$ cat src/scms_regs.vh
// constants for the serial channel clock mode select block
// assumes inclusion by the block's single design file
`ifndef SCMS_REGS_VH
`define SCMS_REGS_VH
`define SCMS_MODE_EXT       3'h0
`define SCMS_MODE_STROBE    3'h1
`define SCMS_MODE_DPLL_RX   3'h2
`define SCMS_MODE_DPLL_RXTX 3'h3
`define SCMS_MODE_OSC       3'h4
`define SCMS_MODE_SLOT      3'h5
`define SCMS_MODE_OSC_RX    3'h6
`define SCMS_MODE_OSC_RXTX  3'h7
`define SCMS_DIV_W          10
`define SCMS_BRG_POST       4'hf
`define SCMS_WIDTH_W        8
`define SCMS_POS_W          9
`define SCMS_DPLL_CNT_MAX   4'hf
`endif

$ cat src/scms_clock_select.v
// clock mode selection, baud rate divider, dpll reference and time-slot windows for one channel
// assumes all pin inputs synchronous to CLOCK_I; pin clocks arrive as sampled levels and become enables
`timescale 1ns/1ps
`default_nettype none
`include "scms_regs.vh"
module scms_clock_select (
  // clock and reset
  input  wire                      CLOCK_I,
  input  wire                      SRST_I,
  // configuration
  input  wire [2:0]                CLOCK_MODE_FIELD_I,
  input  wire                      TX_CLOCK_PIN_OUTPUT_ENABLE_I,
  input  wire                      TX_CLOCK_SOURCE_SELECT_I,
  input  wire [`SCMS_DIV_W-1:0]    DIVIDER_SETTING_I,
  input  wire [`SCMS_WIDTH_W-1:0]  RX_SLOT_WIDTH_I,
  input  wire [`SCMS_WIDTH_W-1:0]  TX_SLOT_WIDTH_I,
  input  wire [`SCMS_POS_W-1:0]    RX_SLOT_POSITION_I,
  input  wire [`SCMS_POS_W-1:0]    TX_SLOT_POSITION_I,
  // pins, sampled levels
  input  wire                      RX_CLOCK_PIN_I,
  input  wire                      TX_CLOCK_PIN_I,
  input  wire                      AUX_CLOCK_PIN_I,
  input  wire                      OSC_CLOCK_I,
  input  wire                      CLEAR_TO_SEND_N_I,
  // transmitter status
  input  wire                      CLOSING_FLAG_SECOND_LAST_I,
  input  wire                      TX_REQUEST_I,
  // outputs
  output reg                       TX_CLOCK_PIN_O,
  output reg                       TX_CLOCK_PIN_OE_O,
  output reg                       RX_CLOCK_EN_O,
  output reg                       TX_CLOCK_EN_O,
  output reg                       SYS_CLOCK_EN_O,
  output reg                       DPLL_REF_EN_O,
  output reg                       RX_WINDOW_O,
  output reg                       TX_WINDOW_O,
  output reg                       TX_ENABLE_O,
  output reg                       REQUEST_TO_SEND_N_O
);
  ////////////////////////////////////////////////////////////////////////////
  // edge detection of sampled pin clocks
  // pins are levels here; a rising edge becomes a one-cycle enable
  reg        rx_pin_d;
  reg        tx_pin_d;
  reg        aux_pin_d;
  reg        osc_d;
  wire       rx_rise   = RX_CLOCK_PIN_I & ~rx_pin_d;
  wire       tx_rise   = TX_CLOCK_PIN_I & ~tx_pin_d;
  wire       aux_rise  = AUX_CLOCK_PIN_I & ~aux_pin_d;
  wire       osc_rise  = OSC_CLOCK_I & ~osc_d;
  wire [2:0] mode      = CLOCK_MODE_FIELD_I;
  wire       slot_mode = (mode == `SCMS_MODE_SLOT);
  wire       next_rx_win;
  wire       next_tx_win;

  always @(posedge CLOCK_I) begin
    if (SRST_I) begin
      // load the pin levels so that release brings no false edge
      rx_pin_d  <= RX_CLOCK_PIN_I;
      tx_pin_d  <= TX_CLOCK_PIN_I;
      aux_pin_d <= AUX_CLOCK_PIN_I;
      osc_d     <= OSC_CLOCK_I;
    end else begin
      rx_pin_d  <= RX_CLOCK_PIN_I;
      tx_pin_d  <= TX_CLOCK_PIN_I;
      aux_pin_d <= AUX_CLOCK_PIN_I;
      osc_d     <= OSC_CLOCK_I;
    end
  end

  ////////////////////////////////////////////////////////////////////////////
  // baud rate divider: setting 0 divides by 1, n divides by 2n
  // counts source edges only; ticks leave as one-cycle pulses
  // setting 0 bypasses the count so every source edge ticks
  wire                  brg_src = (mode == `SCMS_MODE_OSC_RX || mode == `SCMS_MODE_OSC_RXTX) ? osc_rise : rx_rise;
  reg [`SCMS_DIV_W:0]   brg_cnt;
  reg                   brg_tick;
  wire [`SCMS_DIV_W:0]  brg_top = {DIVIDER_SETTING_I, 1'b0} - {{`SCMS_DIV_W{1'b0}}, 1'b1};

  always @(posedge CLOCK_I) begin
    if (SRST_I) begin
      brg_cnt  <= {(`SCMS_DIV_W+1){1'b0}};
      brg_tick <= 1'b0;
    end else begin
      brg_tick <= 1'b0;
      if (brg_src) begin
        if (DIVIDER_SETTING_I == {`SCMS_DIV_W{1'b0}} || brg_cnt >= brg_top) begin
          brg_cnt  <= {(`SCMS_DIV_W+1){1'b0}};
          brg_tick <= 1'b1;
        end else begin
          brg_cnt <= brg_cnt + {{`SCMS_DIV_W{1'b0}}, 1'b1};
        end
      end
    end
  end

  ////////////////////////////////////////////////////////////////////////////
  // divide by 16: stands in for the dpll bit clock and the brg/16 clock
  // dpll phase tracking is not modelled; the tick keeps the bit rate only
  reg [3:0] div16;
  reg       div16_tick;
  reg       div16_level;
  always @(posedge CLOCK_I) begin
    if (SRST_I) begin
      div16       <= 4'h0;
      div16_tick  <= 1'b0;
      div16_level <= 1'b0;
    end else begin
      div16_tick <= 1'b0;
      if (brg_tick) begin
        div16 <= div16 + 4'h1;
        if (div16 == `SCMS_DPLL_CNT_MAX)
          div16_tick <= 1'b1;
        div16_level <= div16[3];
      end
    end
  end

  ////////////////////////////////////////////////////////////////////////////
  // clock source selection
  reg rx_en;
  reg tx_en;
  always @* begin
    rx_en = 1'b0;
    tx_en = 1'b0;
    case (mode)
      `SCMS_MODE_EXT: begin
        rx_en = rx_rise;
        tx_en = tx_rise;
      end
      `SCMS_MODE_STROBE: begin
        // strobe levels qualify the shared rx pin clock
        rx_en = rx_rise & AUX_CLOCK_PIN_I;
        tx_en = rx_rise & TX_CLOCK_PIN_I;
      end
      `SCMS_MODE_DPLL_RX, `SCMS_MODE_OSC_RX: begin
        rx_en = div16_tick;
        tx_en = TX_CLOCK_SOURCE_SELECT_I ? div16_tick : tx_rise;
      end
      `SCMS_MODE_DPLL_RXTX, `SCMS_MODE_OSC_RXTX: begin
        rx_en = div16_tick;
        tx_en = div16_tick;
      end
      `SCMS_MODE_OSC: begin
        rx_en = osc_rise;
        tx_en = osc_rise;
      end
      `SCMS_MODE_SLOT: begin
        // shared rx pin clock, only inside each direction's window
        rx_en = rx_rise & next_rx_win;
        tx_en = rx_rise & next_tx_win;
      end
      default: begin
        rx_en = 1'b0;
        tx_en = 1'b0;
      end
    endcase
  end

  ////////////////////////////////////////////////////////////////////////////
  // time-slot window generators, one per direction
  reg  [`SCMS_POS_W:0]    frame_cnt;
  wire [1:0]              win_now;
  // frame counter saturates so a missing sync leaves every window shut
  wire [1:0]              win_last;
  always @(posedge CLOCK_I) begin
    if (SRST_I) begin
      frame_cnt <= {(`SCMS_POS_W+1){1'b1}};
    end else if (slot_mode && rx_rise) begin
      if (aux_rise)
        frame_cnt <= {(`SCMS_POS_W+1){1'b0}};
      else if (frame_cnt != {(`SCMS_POS_W+1){1'b1}})
        frame_cnt <= frame_cnt + {{`SCMS_POS_W{1'b0}}, 1'b1};
    end
  end

  // index 0 is the receive window, index 1 the transmit window
  genvar g;
  generate
    for (g = 0; g < 2; g = g + 1) begin : slot
      wire [`SCMS_POS_W-1:0]   pos = (g == 0) ? RX_SLOT_POSITION_I : TX_SLOT_POSITION_I;
      wire [`SCMS_WIDTH_W-1:0] wid = (g == 0) ? RX_SLOT_WIDTH_I : TX_SLOT_WIDTH_I;
      reg  [`SCMS_WIDTH_W:0]   left;
      wire                     start = (frame_cnt == {1'b0, pos});
      always @(posedge CLOCK_I) begin
        if (SRST_I) begin
          left <= {(`SCMS_WIDTH_W+1){1'b0}};
        end else if (!slot_mode) begin
          left <= {(`SCMS_WIDTH_W+1){1'b0}};
        end else if (rx_rise) begin
          if (start)
            left <= {1'b0, wid} + {{`SCMS_WIDTH_W{1'b0}}, 1'b1}; // width field n means n+1 bits
          else if (left != {(`SCMS_WIDTH_W+1){1'b0}})
            left <= left - {{`SCMS_WIDTH_W{1'b0}}, 1'b1};
        end
      end
      assign win_now[g]  = (left != {(`SCMS_WIDTH_W+1){1'b0}});
      assign win_last[g] = (left == {{`SCMS_WIDTH_W{1'b0}}, 1'b1});
    end
  endgenerate
  assign next_rx_win = win_now[0];
  assign next_tx_win = win_now[1];

  ////////////////////////////////////////////////////////////////////////////
  // tx clock pin function: which modes may drive it and with what
  reg next_tx_pin_oe;
  reg next_tx_pin;
  always @* begin
    next_tx_pin_oe = 1'b0;
    next_tx_pin    = 1'b1;
    case (mode)
      `SCMS_MODE_DPLL_RX, `SCMS_MODE_OSC_RX: begin
        // only the divider/16 clock may leave; a pin-fed tx clock never does
        next_tx_pin_oe = TX_CLOCK_SOURCE_SELECT_I;
        next_tx_pin    = div16_level;
      end
      `SCMS_MODE_DPLL_RXTX, `SCMS_MODE_OSC_RXTX: begin
        next_tx_pin_oe = 1'b1;
        next_tx_pin    = div16_level;
      end
      `SCMS_MODE_OSC: begin
        next_tx_pin_oe = 1'b1;
        next_tx_pin    = OSC_CLOCK_I;
      end
      `SCMS_MODE_SLOT: begin
        // low marks the transmit window; high idles between windows
        next_tx_pin_oe = 1'b1;
        next_tx_pin    = ~next_tx_win;
      end
      default: begin
        // modes 0 and 1 read the pin, so it is never driven there
        next_tx_pin_oe = 1'b0;
        next_tx_pin    = 1'b1;
      end
    endcase
  end

  ////////////////////////////////////////////////////////////////////////////
  // request-to-send, clear-to-send and registered outputs
  // cts is a plain level: no window qualifies it, so it also stops between windows
  wire cts_ok  = ~CLEAR_TO_SEND_N_I;
  // hold keeps rts inactive until the transmitter drops its request
  reg  rts_hold;
  always @(posedge CLOCK_I) begin
    if (SRST_I) begin
      rts_hold <= 1'b0;
    end else if (!slot_mode || !TX_REQUEST_I) begin
      rts_hold <= 1'b0;
    end else if (tx_en && win_last[1] && CLOSING_FLAG_SECOND_LAST_I) begin
      rts_hold <= 1'b1;
    end
  end

  always @(posedge CLOCK_I) begin
    if (SRST_I) begin
      TX_CLOCK_PIN_O      <= 1'b1;
      TX_CLOCK_PIN_OE_O   <= 1'b0;
      RX_CLOCK_EN_O       <= 1'b0;
      TX_CLOCK_EN_O       <= 1'b0;
      SYS_CLOCK_EN_O      <= 1'b0;
      DPLL_REF_EN_O       <= 1'b0;
      RX_WINDOW_O         <= 1'b0;
      TX_WINDOW_O         <= 1'b0;
      TX_ENABLE_O         <= 1'b0;
      REQUEST_TO_SEND_N_O <= 1'b1;
    end else begin
      RX_CLOCK_EN_O  <= rx_en;
      TX_CLOCK_EN_O  <= tx_en & (~slot_mode | cts_ok);
      SYS_CLOCK_EN_O <= tx_en;
      DPLL_REF_EN_O  <= brg_tick;
      RX_WINDOW_O    <= next_rx_win;
      TX_WINDOW_O    <= next_tx_win;
      TX_ENABLE_O    <= TX_REQUEST_I & cts_ok;
      REQUEST_TO_SEND_N_O <= ~(TX_REQUEST_I & ~rts_hold);
      TX_CLOCK_PIN_OE_O <= TX_CLOCK_PIN_OUTPUT_ENABLE_I & next_tx_pin_oe;
      TX_CLOCK_PIN_O    <= next_tx_pin;
    end
  end
endmodule
`default_nettype wire

$ cat config.mk
export PLATFORM = sky130hd
export DESIGN_NAME = scms_clock_select
export DESIGN_NICKNAME = d
export VERILOG_FILES = /design/src/scms_clock_select.v
export VERILOG_INCLUDE_DIRS = /design/src
export SDC_FILE = /design/constraint.sdc
export NUM_CORES = 1
export LEC_CHECK = 0
export BUFFER_PORTS_ARGS = -buffer_cell sky130_fd_sc_hd__buf_4
export CAP_MARGIN = 20
export CORE_UTILIZATION = 61
export CTS_CLUSTER_SIZE = 16
export DETAILED_ROUTE_END_ITERATION = 8
export PLACE_DENSITY = 0.95
export SETUP_SLACK_MARGIN = 0.5
export SLEW_MARGIN = 20
export SYNTH_ARGS = -nofsm -noshare
export SYNTH_HDL_FRONTEND = slang
export SYNTH_SLANG_ARGS = --single-unit
$ cat constraint.sdc
create_clock -name CLOCK_I -period 8.7 [get_ports CLOCK_I]
set_clock_uncertainty 0.15 [all_clocks]
set_input_delay 0.87 -clock CLOCK_I [delete_from_list [all_inputs] [get_ports CLOCK_I]]
set_output_delay 0.87 -clock CLOCK_I [all_outputs]
set_load 0.02 [all_outputs]
==> results.md, run 1 <==
- Outcome: completed
- Final Non-Filler Cells: 600
- EDFF count, synth: 0
- Critical Path Start Type: primary input
- Fin nets: about 600
- Post-Route Utilization: 0.7611
- Top Ports: 68
- Crit-path max FO: 12
- Critical path data arrival time: 3650 ps
- Post-route ant nets: 0
- Final worst slack: 5185 ps
- Leakage: roughly 0.0018 µW
- Die width: roughly 82 µm
- Maximum VDD drop: 0.1299 mV
- Area grow syn2layout: 17.20%
- Synth warn: 0
- Min-delay worst type: register to register
- Final wirelength: 9.478 mm
- WS Path Type: primary input to register
- Pins Over Slew Limit: 0
- Worst-path clk slew: 80 ps
- Achievable Freq: approximately 280 MHz
- Clock tree sinks: 61
- Core Area: 0.006061 mm²
- Slowest stage delay, CP: ~720 ps
- DRC: 0
- Cell class contributing the biggest share of worst-path delay: simple AND/OR/NAND/NOR gates
- Slew headroom: 0.4068
- Nature of the critical path endpoint: register
- DR vias: 3816
- Skew-Pair Late Insertion Delay: 340 ps
- Remaining global-route overflow: 0
- Most frequent cells in the layout: 68 x buf_4, 61 x dfxtp_1, 35 x xor2_1, 34 x nand2_1, 27 x nor2_1
- Register bit total from synthesis: 61
- Antenna fix cells: 0
- Number of buffers created by CTS: 9
- Sequential-to-total area share from yosys stat: 0.3102
- Min Tclk post-route: approximately 3500 ps
- Row cnt: 28
- Post-CTS sizing: 0
- Unrepaired setup endpoints after global routing: false
- Fin. Hold Viols: 0
- CP required: 8830 ps
- 1st-pass router iterations: 5
- Initial Utilization: 0.6495
- CTS tree: done
- Critical Path Most Common Cell: ha_1
- Worst slew pin tran: a little under 900 ps
- Global-route wire length before repair: 15.54 mm
- All-Layer GR Usage: 0.2991
- Main synth FF type: dfxtp_1
- # hold bufs at CTS: 0
- Post-synth design cell area: 0.003936 mm²
- I/O Buffers: 67
- Async SR Flop Fraction: 0
- Vias in the first global route: 3526
- Mapped Cells: ~470
- Bufs on Longest Clock Path: 2
- Inst Count DP: 584
- Routability cong.: approximately 0.86
- Die Ht: 82.33 µm
- Vias per cell: 6.360
- Slowest CP cell: o2bb2ai_1
- Pre-CTS setup slack: 4819 ps
- Max-capacitance violation count: 0
- Tot Pwr: 624.6 µW
- Postcts setup bufs: 0
- Full die area: about 0.0068 mm²
- Pwr/cell area: between 100 and 150 mW/mm²
- Commonest non-fill, non-tap cell in the layout: buf_4
- Post-synth cell types: 66
- Endpoints failing setup: 0
- Routed wire length per instance: 15.80 µm
- H-tree depth: 3
- Final worst path period share: 0.4040
- Root buf cell: clkbuf_8
- Critical path, cell by cell: buf_4, inv_1, ha_1, or3b_1, nor3_1, nand2_1, xor2_1, ha_1, a21o_1, a221oi_1, o2bb2ai_1, nor2b_1
- Setup TNS: 0 ps
- Initial DRC Count: roughly 240
- Layout cells sized above 1: 0.1752
- Largest net degree at the start of global routing: 44
- DP HPWL: 6.837 mm
- Synthesized area per cell: 8.357 µm²
- Initial antenna violation count: 0
- Crit path buf inv count: 2
- Synthesized Nets: 549
-- worst register-to-register path: stages (launching register included) --
cell     delay (ps)
dfxtp_1         480
ha_1            270
and3_1          210
nand3_1         230
o31ai_2         790
nor2_1          160
a311o_1         380
-- power breakdown --
group / total, µW / leakage (µW) / internal, µW / switching (µW)
combinational: 77.9 / 0.00125 / 37.0 / 40.9
clock: 261 / 0.0000968 / 136 / 125
sequential: 286 / 0.000495 / 283 / 3.15
total: 625 / 0.00184 / 456 / 169
-- cells in the mapped netlist (3+ instances only) --
cell type | number | area (µm²)
mux2i_1 | 10 | 100.1
nand3_1 | 21 | 105.1
and3_1 | 7 | 43.79
nor3_1 | 21 | 105.1
o311a_1 | 3 | 30.03
o31a_1 | 4 | 35.03
nand2_1 | 34 | 127.6
buf_1 | 3 | 11.26
nand2b_1 | 9 | 56.30
inv_1 | 13 | 48.80
ha_1 | 20 | 250.2
buf_2 | 6 | 30.03
o21ai_0 | 17 | 85.08
o211ai_1 | 3 | 22.52
o21ai_1 | 4 | 20.02
nor4_1 | 14 | 87.58
nor4b_1 | 3 | 26.28
clkbuf_1 | 19 | 71.32
and2_1 | 4 | 25.02
a31oi_1 | 10 | 62.56
nor2_1 | 27 | 101.4
xnor2_1 | 14 | 122.6
nor2b_1 | 5 | 31.28
a211oi_1 | 7 | 52.55
or4_1 | 4 | 30.03
nand4_1 | 14 | 87.58
xor2_1 | 35 | 306.5
a221oi_1 | 4 | 35.03
a211o_1 | 3 | 26.28
dfxtp_1 | 61 | 1221
and4_1 | 3 | 26.28
a21oi_1 | 7 | 35.03
a21o_1 | 12 | 90.09
or3_1 | 12 | 75.07
-- cells by family (layout without fill, tap and decap cells) --
group | Yosys count | count (layout) | share of synthesized area
AO/OA/AOI/OAI | 95 | 95 | 0.1742
XOR/XNOR | 49 | 49 | 0.1090
adder cells (fa/ha/maj) | 20 | 20 | 0.06357
AND/OR/NAND/NOR | 191 | 191 | 0.2632
buffers and inverters | 43 | 97 | 0.04577
flip-flops | 61 | 61 | 0.3102
multiplexers | 12 | 12 | 0.03401
-- layer usage --
metal  vias up  GRT usage  wire length [µm]
met3        29    0.07692               530
li1       1836          -                 -
met4         0     0.1105               221
met2       141     0.5488              4951
met1      1810     0.3286              3775
met5         -          0                 0
-- flip-flops by register name, summed over array words and instances, names as in the netlist, 4 cells and up --
name,count
slot.left,18
brg_cnt,11
frame_cnt,10
div16,4
-- metrics by stage --
| stage | hold slack, ps | area [µm²] |
|---|---|---|
| floorplan | 272.0 | 3936 |
| global placement | 284.6 | 4409 |
| detailed placement | 296.4 | 4409 |
| CTS | 311.7 | 4613 |
| global route | 326.6 | 4613 |
| finish | 308.2 | 4613 |
-- worst paths after layout --
check                                 start                   endpoint  slack [ps]  depth (start not counted)
setup reg to reg  frame_cnt[0]$_SDFFE_PP1P_  frame_cnt[5]$_SDFFE_PP1P_        5920                          6
hold reg to reg       rts_hold$_SDFFE_PP0P_      rts_hold$_SDFFE_PP0P_         310                          2
hold / removal        rts_hold$_SDFFE_PP0P_      rts_hold$_SDFFE_PP0P_         310                          2
setup / recovery       DIVIDER_SETTING_I[0]        brg_tick$_SDFF_PP0_        5180                         12
-- cell type report --
cell class              instances  area [µm²]
multi-input cells             367        2535
fillers                       428        1448
flip-flops and latches         61        1221
repair buffers                 68       510.5
clock buffers                   9       123.9
well taps                      75       93.84
clock inverters                 7       80.08
inverters                      13       48.80
No activity file was read; power rests on OpenSTA's default activity.
==> inputs of run 2 (changes only) <==
- ABC_AREA: default -> 1
- CORE_UTILIZATION: 61 -> 52
- PLACE_DENSITY: 0.95 -> 0.89
- clock period: 8.7 -> 3.2 ns (I/O delays scaled with it)
==> run 2 against run 1 <==
Net effect: critical path depth increased by 4; setup slack got worse by 4500 ps; critical path type unchanged; non-clock buffer count increased by 5; power increased to 2.8 times the previous value; routed wire length increased by 7.1%; first-iteration DRC count decreased by 22%; register-to-register slack got worse by 4900 ps; via count increased by 13%.
==> results.md, run 2 <==
- Routed wire length per instance: around 12 µm
- WS Path Type: primary input to register
- Fin nets: 785
- Top Registers: slot.left (18), brg_cnt (11), frame_cnt (10)
- Largest net degree at the start of global routing: 21
- Slowest stage delay, CP: 260 ps
- Setup TNS: 0 ps
- Core Area: 0.007727 mm²
- Pins Over Slew Limit: 0
- Slew headroom: 0.5631
- Max-capacitance violation count: 0
- Initial DRC Count: 186
- Die width: ~91 µm
- Worst-path clk slew: 70 ps
- DP HPWL: 7.702 mm
- Mapped Cells: between 600 and 700
- Largest register FFs: 18
- Area grow syn2layout: 20.53%
- Post-synthesis adder-cell area fraction: 0.06020
- Vias in the first global route: 4062
- Skew-Pair Late Insertion Delay: 340 ps
- Bufs on Longest Clock Path: 2
- Clock tree sinks: 61
- Min Tclk post-route: 2509 ps
- Synthesized area per cell: between 6 and 7 µm²
- Layout cells sized above 1: 0.1617
- Main combinational cell family by area after synthesis: simple AND/OR/NAND/NOR gates
- Post-synth top area cell: dfxtp_1
- Full die area: 0.008355 mm²
- Leakage: 0.002452 µW
- Critical path, cell by cell: buf_4, inv_1, nand3b_1, nor2_1, nand2_1, nor3_2, nand2_1, nor2_1, xnor2_1, ha_1, a21oi_1, o21a_1, nand3_1, o21ai_0, nand2_2, a21oi_1
- Top-area cell type share of the netlist area: 0.2938
- Slowest CP cell: ha_1
- Post-route ant nets: 0
- Synth warn: 0
- Postcts setup bufs: 0
- Placed Instance Area: 0.004740 mm²
- Async SR Flop Fraction: 0
- Initial antenna violation count: 0
- Post-synth design cell area: between 0.004 and 0.005 mm²
- Main synth FF type: dfxtp_1
- Synth top cells by count: 167 x nand2_1, 81 x nor2_1, 76 x inv_1, 61 x dfxtp_1, 49 x nand3_1
- 1st-pass router iterations: 5
- Largest Register: slot.left
- DRC: 0
- Die Ht: between 90 and 100 µm
- Critical Path Start Type: primary input
- Achievable Freq: 398.6 MHz
- Ranking of synthesized cells by area: dfxtp_1 29%, nand2_1 15%, nor2_1 7.3%
- CP required: 3320 ps
- Synthesized Nets: 710
- Number of buffers created by CTS: 9
- Routability cong.: between 0.9 and 1
- DR vias: 4319
- Maximum VDD drop: 0.2413 mV
- Outcome: completed
- Simple-gate share of the synthesized area: 0.3802
- Critical path data arrival time: 2620 ps
- Post-synth cell types: 36
- Root buf cell: clkbuf_8
- Final wirelength: 10.15 mm
- Sequential-to-total area share from yosys stat: 0.2938
- Final worst path period share: 0.7841
- Worst slew pin tran: 655.3 ps
- All-Layer GR Usage: 0.2515
- Pwr/cell area: 347.6 mW/mm²
- Fillers: 663
- Fin. Hold Viols: 0
- Remaining global-route overflow: 0
- Most frequent cells in the layout: 166 x nand2_1, 81 x nor2_1, 76 x inv_1, 68 x buf_4, 61 x dfxtp_1
- Mux contribution to synthesized area: 0
- Crit-path max FO: 9
- Register bit total from synthesis: 61
- EDFF count, synth: 0
- Endpoints failing setup: 0
- Global-route wire length before repair: about 17 mm
- Antenna fix cells: 0
- Min-delay worst type: primary input to register
- Nature of the critical path endpoint: register
- Commonest non-fill, non-tap cell in the layout: nand2_1
- Synth Area in Compound Gates: 0.09001
- Row cnt: 32
- Post-synthesis xor/xnor area fraction: 0.08850
- I/O Buffers: 67
- Unrepaired setup endpoints after global routing: false
- CTS tree: done
- Post-route cell area: 0.005010 mm²
- Cell with the most instances after synthesis: nand2_1
- H-tree depth: 3
- Vias per cell: between 5 and 6
- Initial Utilization: 0.5379
- Top Ports: 68
run 2: cell types whose count changed in the layout (fill, tap and decap cells not counted), moves of 12 or more:
| cell | previous run | this run |
|---|---|---|
| nand2_1 | 34 | 166 |
| inv_1 | 13 | 76 |
| nor2_1 | 27 | 81 |
| nand3_1 | 21 | 49 |
| a21oi_1 | 7 | 25 |
| a21o_1 | 12 | 0 |
| or3_1 | 12 | 0 |
run 2: critical path: cells and delay by family:
family / cells / cell delay, ps
and+or+nand+nor: 8 / 1030
AOI/OAI and AO/OA: 4 / 690
adders and majority gates: 1 / 260
buffers and inverters: 2 / 180
xor gates and xnor gates: 1 / 140
run 2: path summary, 6_finish.rpt:
kind                                   from                             end  slack, ps  cells past startpoint
setup / recovery       DIVIDER_SETTING_I[0]         brg_cnt[0]$_SDFFE_PP0N_        690                     16
hold / removal                 TX_REQUEST_I  REQUEST_TO_SEND_N_O$_SDFF_PP1_         40                      2
hold reg to reg       rts_hold$_SDFFE_PP0P_  REQUEST_TO_SEND_N_O$_SDFF_PP1_        290                      2
setup reg to reg  frame_cnt[0]$_SDFFE_PP1P_       frame_cnt[8]$_SDFFE_PP1P_       1060                      7
run 2: per-stage QoR:
| stage | setup WS [ps] | util | instances | power, µW | hold slack [ps] |
|---|---|---|---|---|---|
| floorplan | 741.3 | - | 632 | 903.8 | 197.7 |
| global placement | 433.8 | 0.6133 | 793 | 998.5 | 271.7 |
| detailed placement | 240.9 | 0.6133 | 793 | 1007 | 277.2 |
| CTS | 600.5 | 0.6473 | 813 | 1753 | 26.25 |
| global route | 511.3 | 0.6483 | 813 | 1811 | 35.04 |
| finish | 690.9 | 0.6483 | 813 | 1741 | 35.00 |
run 2: routing by layer:
| layer | GRT usage | share of wire |
|---|---|---|
| met1 | 0.2918 | 0.42 |
| met4 | 0.09921 | 0.012 |
| met2 | 0.4530 | 0.50 |
| met5 | 0 | 0 |
| met3 | 0.04606 | 0.059 |
run 2: power by group:
part           total, µW  switching (µW)  internal [µW]  leakage (µW)
combinational        221             120            101       0.00185
sequential           778            7.75            770      0.000495
clock                742             291            451      0.000112
run 2: layout make-up:
type,count,area (µm²),share of cell area
inverter,82,307.8,0.06144
tap,102,127.6,0.02547
clock inverter,5,75.07,0.01499
sequential,61,1221,0.2438
timing repair buffer,73,560.5,0.1119
clock buffer,10,137.6,0.02747
multi-input combinational,480,2580,0.5150
run 2: cells by family (layout without fill, tap and decap cells):
kind of cell	count (synthesis)	count (layout)
adders and majority gates	20	20
and+or+nand+nor	353	353
buffers and inverters	91	170
AOI/OAI and AO/OA	65	65
xor gates and xnor gates	42	42
DFF	61	61
run 2: what timing repair did:
action	CTS	global route
setup endpoints to repair	0	9
hold endpoints to repair	5	0
resized for setup	0	2
hold buffers	5	0
==> inputs of run 3 (changes only) <==
- CORE_UTILIZATION: 52 -> 57
- PLACE_DENSITY: 0.89 -> 0.92
- clock period: 3.2 -> 2.4 ns (I/O delays scaled with it)
==> run 3 against run 2 <==
Net effect: register-to-register slack got worse by 510 ps; first-iteration DRC count increased by 12%; highest routed layer unchanged; sequential share of layout area decreased by 0.74 points; power increased by 31%; sequential power increased by 34%.
==> results.md, run 3 (same netlist as run 2, synthesis figures left out) <==
- DRC: 0
- Cell class contributing the biggest share of worst-path delay: simple AND/OR/NAND/NOR gates
- Post-route ant nets: 0
- Row cnt: 30
- Maximum VDD drop: 0.3217 mV
- Pins Over Slew Limit: 0
- Crit. Startpoint: DIVIDER_SETTING_I[2]
- Routed wire length per instance: 13.26 µm
- Worst R2R Start: rx_pin_d$_DFF_P_
- Number of buffers created by CTS: 9
- Slew headroom: 0.5243
- Remaining global-route overflow: 0
- Achievable Freq: 478.0 MHz
- Final wirelength: approximately 11 mm
- Largest register FFs: 18
- Global-route wire length before repair: 17.75 mm
- WS Path Type: primary input to register
- Largest Register: slot.left
- Core Area: 0.006907 mm²
- Fin nets: 800
- Post-Route Utilization: 0.7542
- Commonest non-fill, non-tap cell in the layout: nand2_1
- Most frequent cells in the layout: 165 x nand2_1, 76 x nor2_1, 76 x buf_4, 74 x inv_1, 55 x dfxtp_1
- Outcome: completed
- Inst Count DP: 790
- Die Ht: 87.40 µm
- Antenna fix cells: 0
- Worst-path clk slew: approximately 70 ps
- Crit path buf inv count: 1
- Unrepaired setup endpoints after global routing: true
- Die width: 87.40 µm
- I/O Buffers: between 60 and 70
- Clock tree sinks: 61
- Full die area: ~0.0076 mm²
- Vias per cell: 5.442
- Initial DRC Count: 208
- Nature of the critical path endpoint: register
- Fin. Hold Viols: 0
- Worst slew pin tran: 707.0 ps
- Vias in the first global route: 4277
- Min-delay worst type: primary input to register
- Critical Path Start Type: primary input
- CTS tree: done
- Slowest stage delay, CP: 270 ps
- Leakage: 0.002547 µW
- Initial antenna violation count: 0
- Largest net degree at the start of global routing: 21
- Top Registers: slot.left (18), brg_cnt (11), frame_cnt (10)
- 1st-pass router iterations: 5
- Fillers: 528
- H-tree depth: 3
- Max-capacitance violation count: 0
- Skew-Pair Late Insertion Delay: 350 ps
- Top Ports: approximately 70
- Final worst path period share: 0.8716
- DR vias: 4473
- Layout cells sized above 1: 0.2066
- Endpoints failing setup: 0
- All-Layer GR Usage: 0.2961
- Critical Path Most Common Cell: nor2_1
- Critical path data arrival time: 2230 ps
- Pwr/cell area: 437.2 mW/mm²
- Initial Utilization: 0.6018
- CP required: 2540 ps
- Slowest CP cell: ha_1
- Critical path, cell by cell: buf_6, nand3b_1, nor2_1, nand2_1, nor3_2, nand2_1, nor2_1, xnor2_1, ha_1, a21oi_2, o21a_1, nand3_2, o21ai_4, nand2_2, nor2_1
- Routability cong.: 0.9336
- HP Start: SRST_I
- Bufs on Longest Clock Path: 2
- Final Non-Filler Cells: 822
- Area grow syn2layout: 25.32%
- Min Tclk post-route: ~2100 ps
- Root buf cell: clkbuf_8
- DP HPWL: around 7.9 mm
- Crit-path max FO: 4
[run 3: timing repair]
item / in CTS / in global routing
pin swaps: 0 / 10
buffers inserted: 4 / 4
hold buffers: 7 / 0
cloned: 1 / 1
endpoints found under the hold margin: 8 / 0
gates resized for setup: 5 / 26
setup endpoints to repair: 19 / 37
[run 3: final timing paths]
check,to,slack [ps],cells after the start
hold / removal,brg_tick$_SDFF_PP0_,30,2
hold reg to reg,REQUEST_TO_SEND_N_O$_SDFF_PP1_,280,2
setup reg to reg,brg_cnt[7]$_SDFFE_PP0N_,550,8
setup / recovery,brg_cnt[5]$_SDFFE_PP0N_,310,15
[run 3: worst reg2reg max path, delay by kind of cell (launching register included)]
family	cells	cell delay [ps]
AND/OR/NAND/NOR	6	920
flip-flops	1	350
XOR/XNOR	1	170
AO/OA/AOI/OAI	1	160
[run 3: power breakdown]
part	internal, µW	leakage, µW	switching, µW	total (µW)
registers	1030	0.000492	11.1	1040
logic	146	0.00195	170	315
clock network	526	0.000101	398	925
[run 3: layout make-up]
class / instances / area, µm² / share of cell area
Multi-Input combinational cell: 482 / 2676 / 0.5138
Sequential cell: 61 / 1231 / 0.2364
Timing Repair Buffer: 86 / 674.4 / 0.1295
Inverter: 82 / 307.8 / 0.05909
Clock buffer: 11 / 151.4 / 0.02907
Tap cell: 96 / 120.1 / 0.02306
Clock inverter: 4 / 47.55 / 0.009128
[run 3: through the flow]
step	setup TNS (ps)	instance area, µm²	worst slack (ps)	power (µW)	hold slack (ps)
2_1_floorplan	0	4173	214.1	1206	117.7
3_3_place_gp	0	4771	4.115	1333	204.8
3_5_place_dp	-883.4	4771	-119.3	1345	205.4
4_1_cts	0	5082	303.0	2264	14.75
5_1_grt	0	5209	130.8	2358	17.48
6_report	0	5209	308.1	2277	31.16
[run 3: metal layers]
metal | vias to the layer above | part of all wire | GRT usage
met5 | - | 0 | 0
met1 | 2046 | 0.41 | 0.3244
met4 | 0 | 0.027 | 0.1416
met3 | 29 | 0.062 | 0.07109
li1 | 2204 | - | -
met2 | 194 | 0.50 | 0.5341
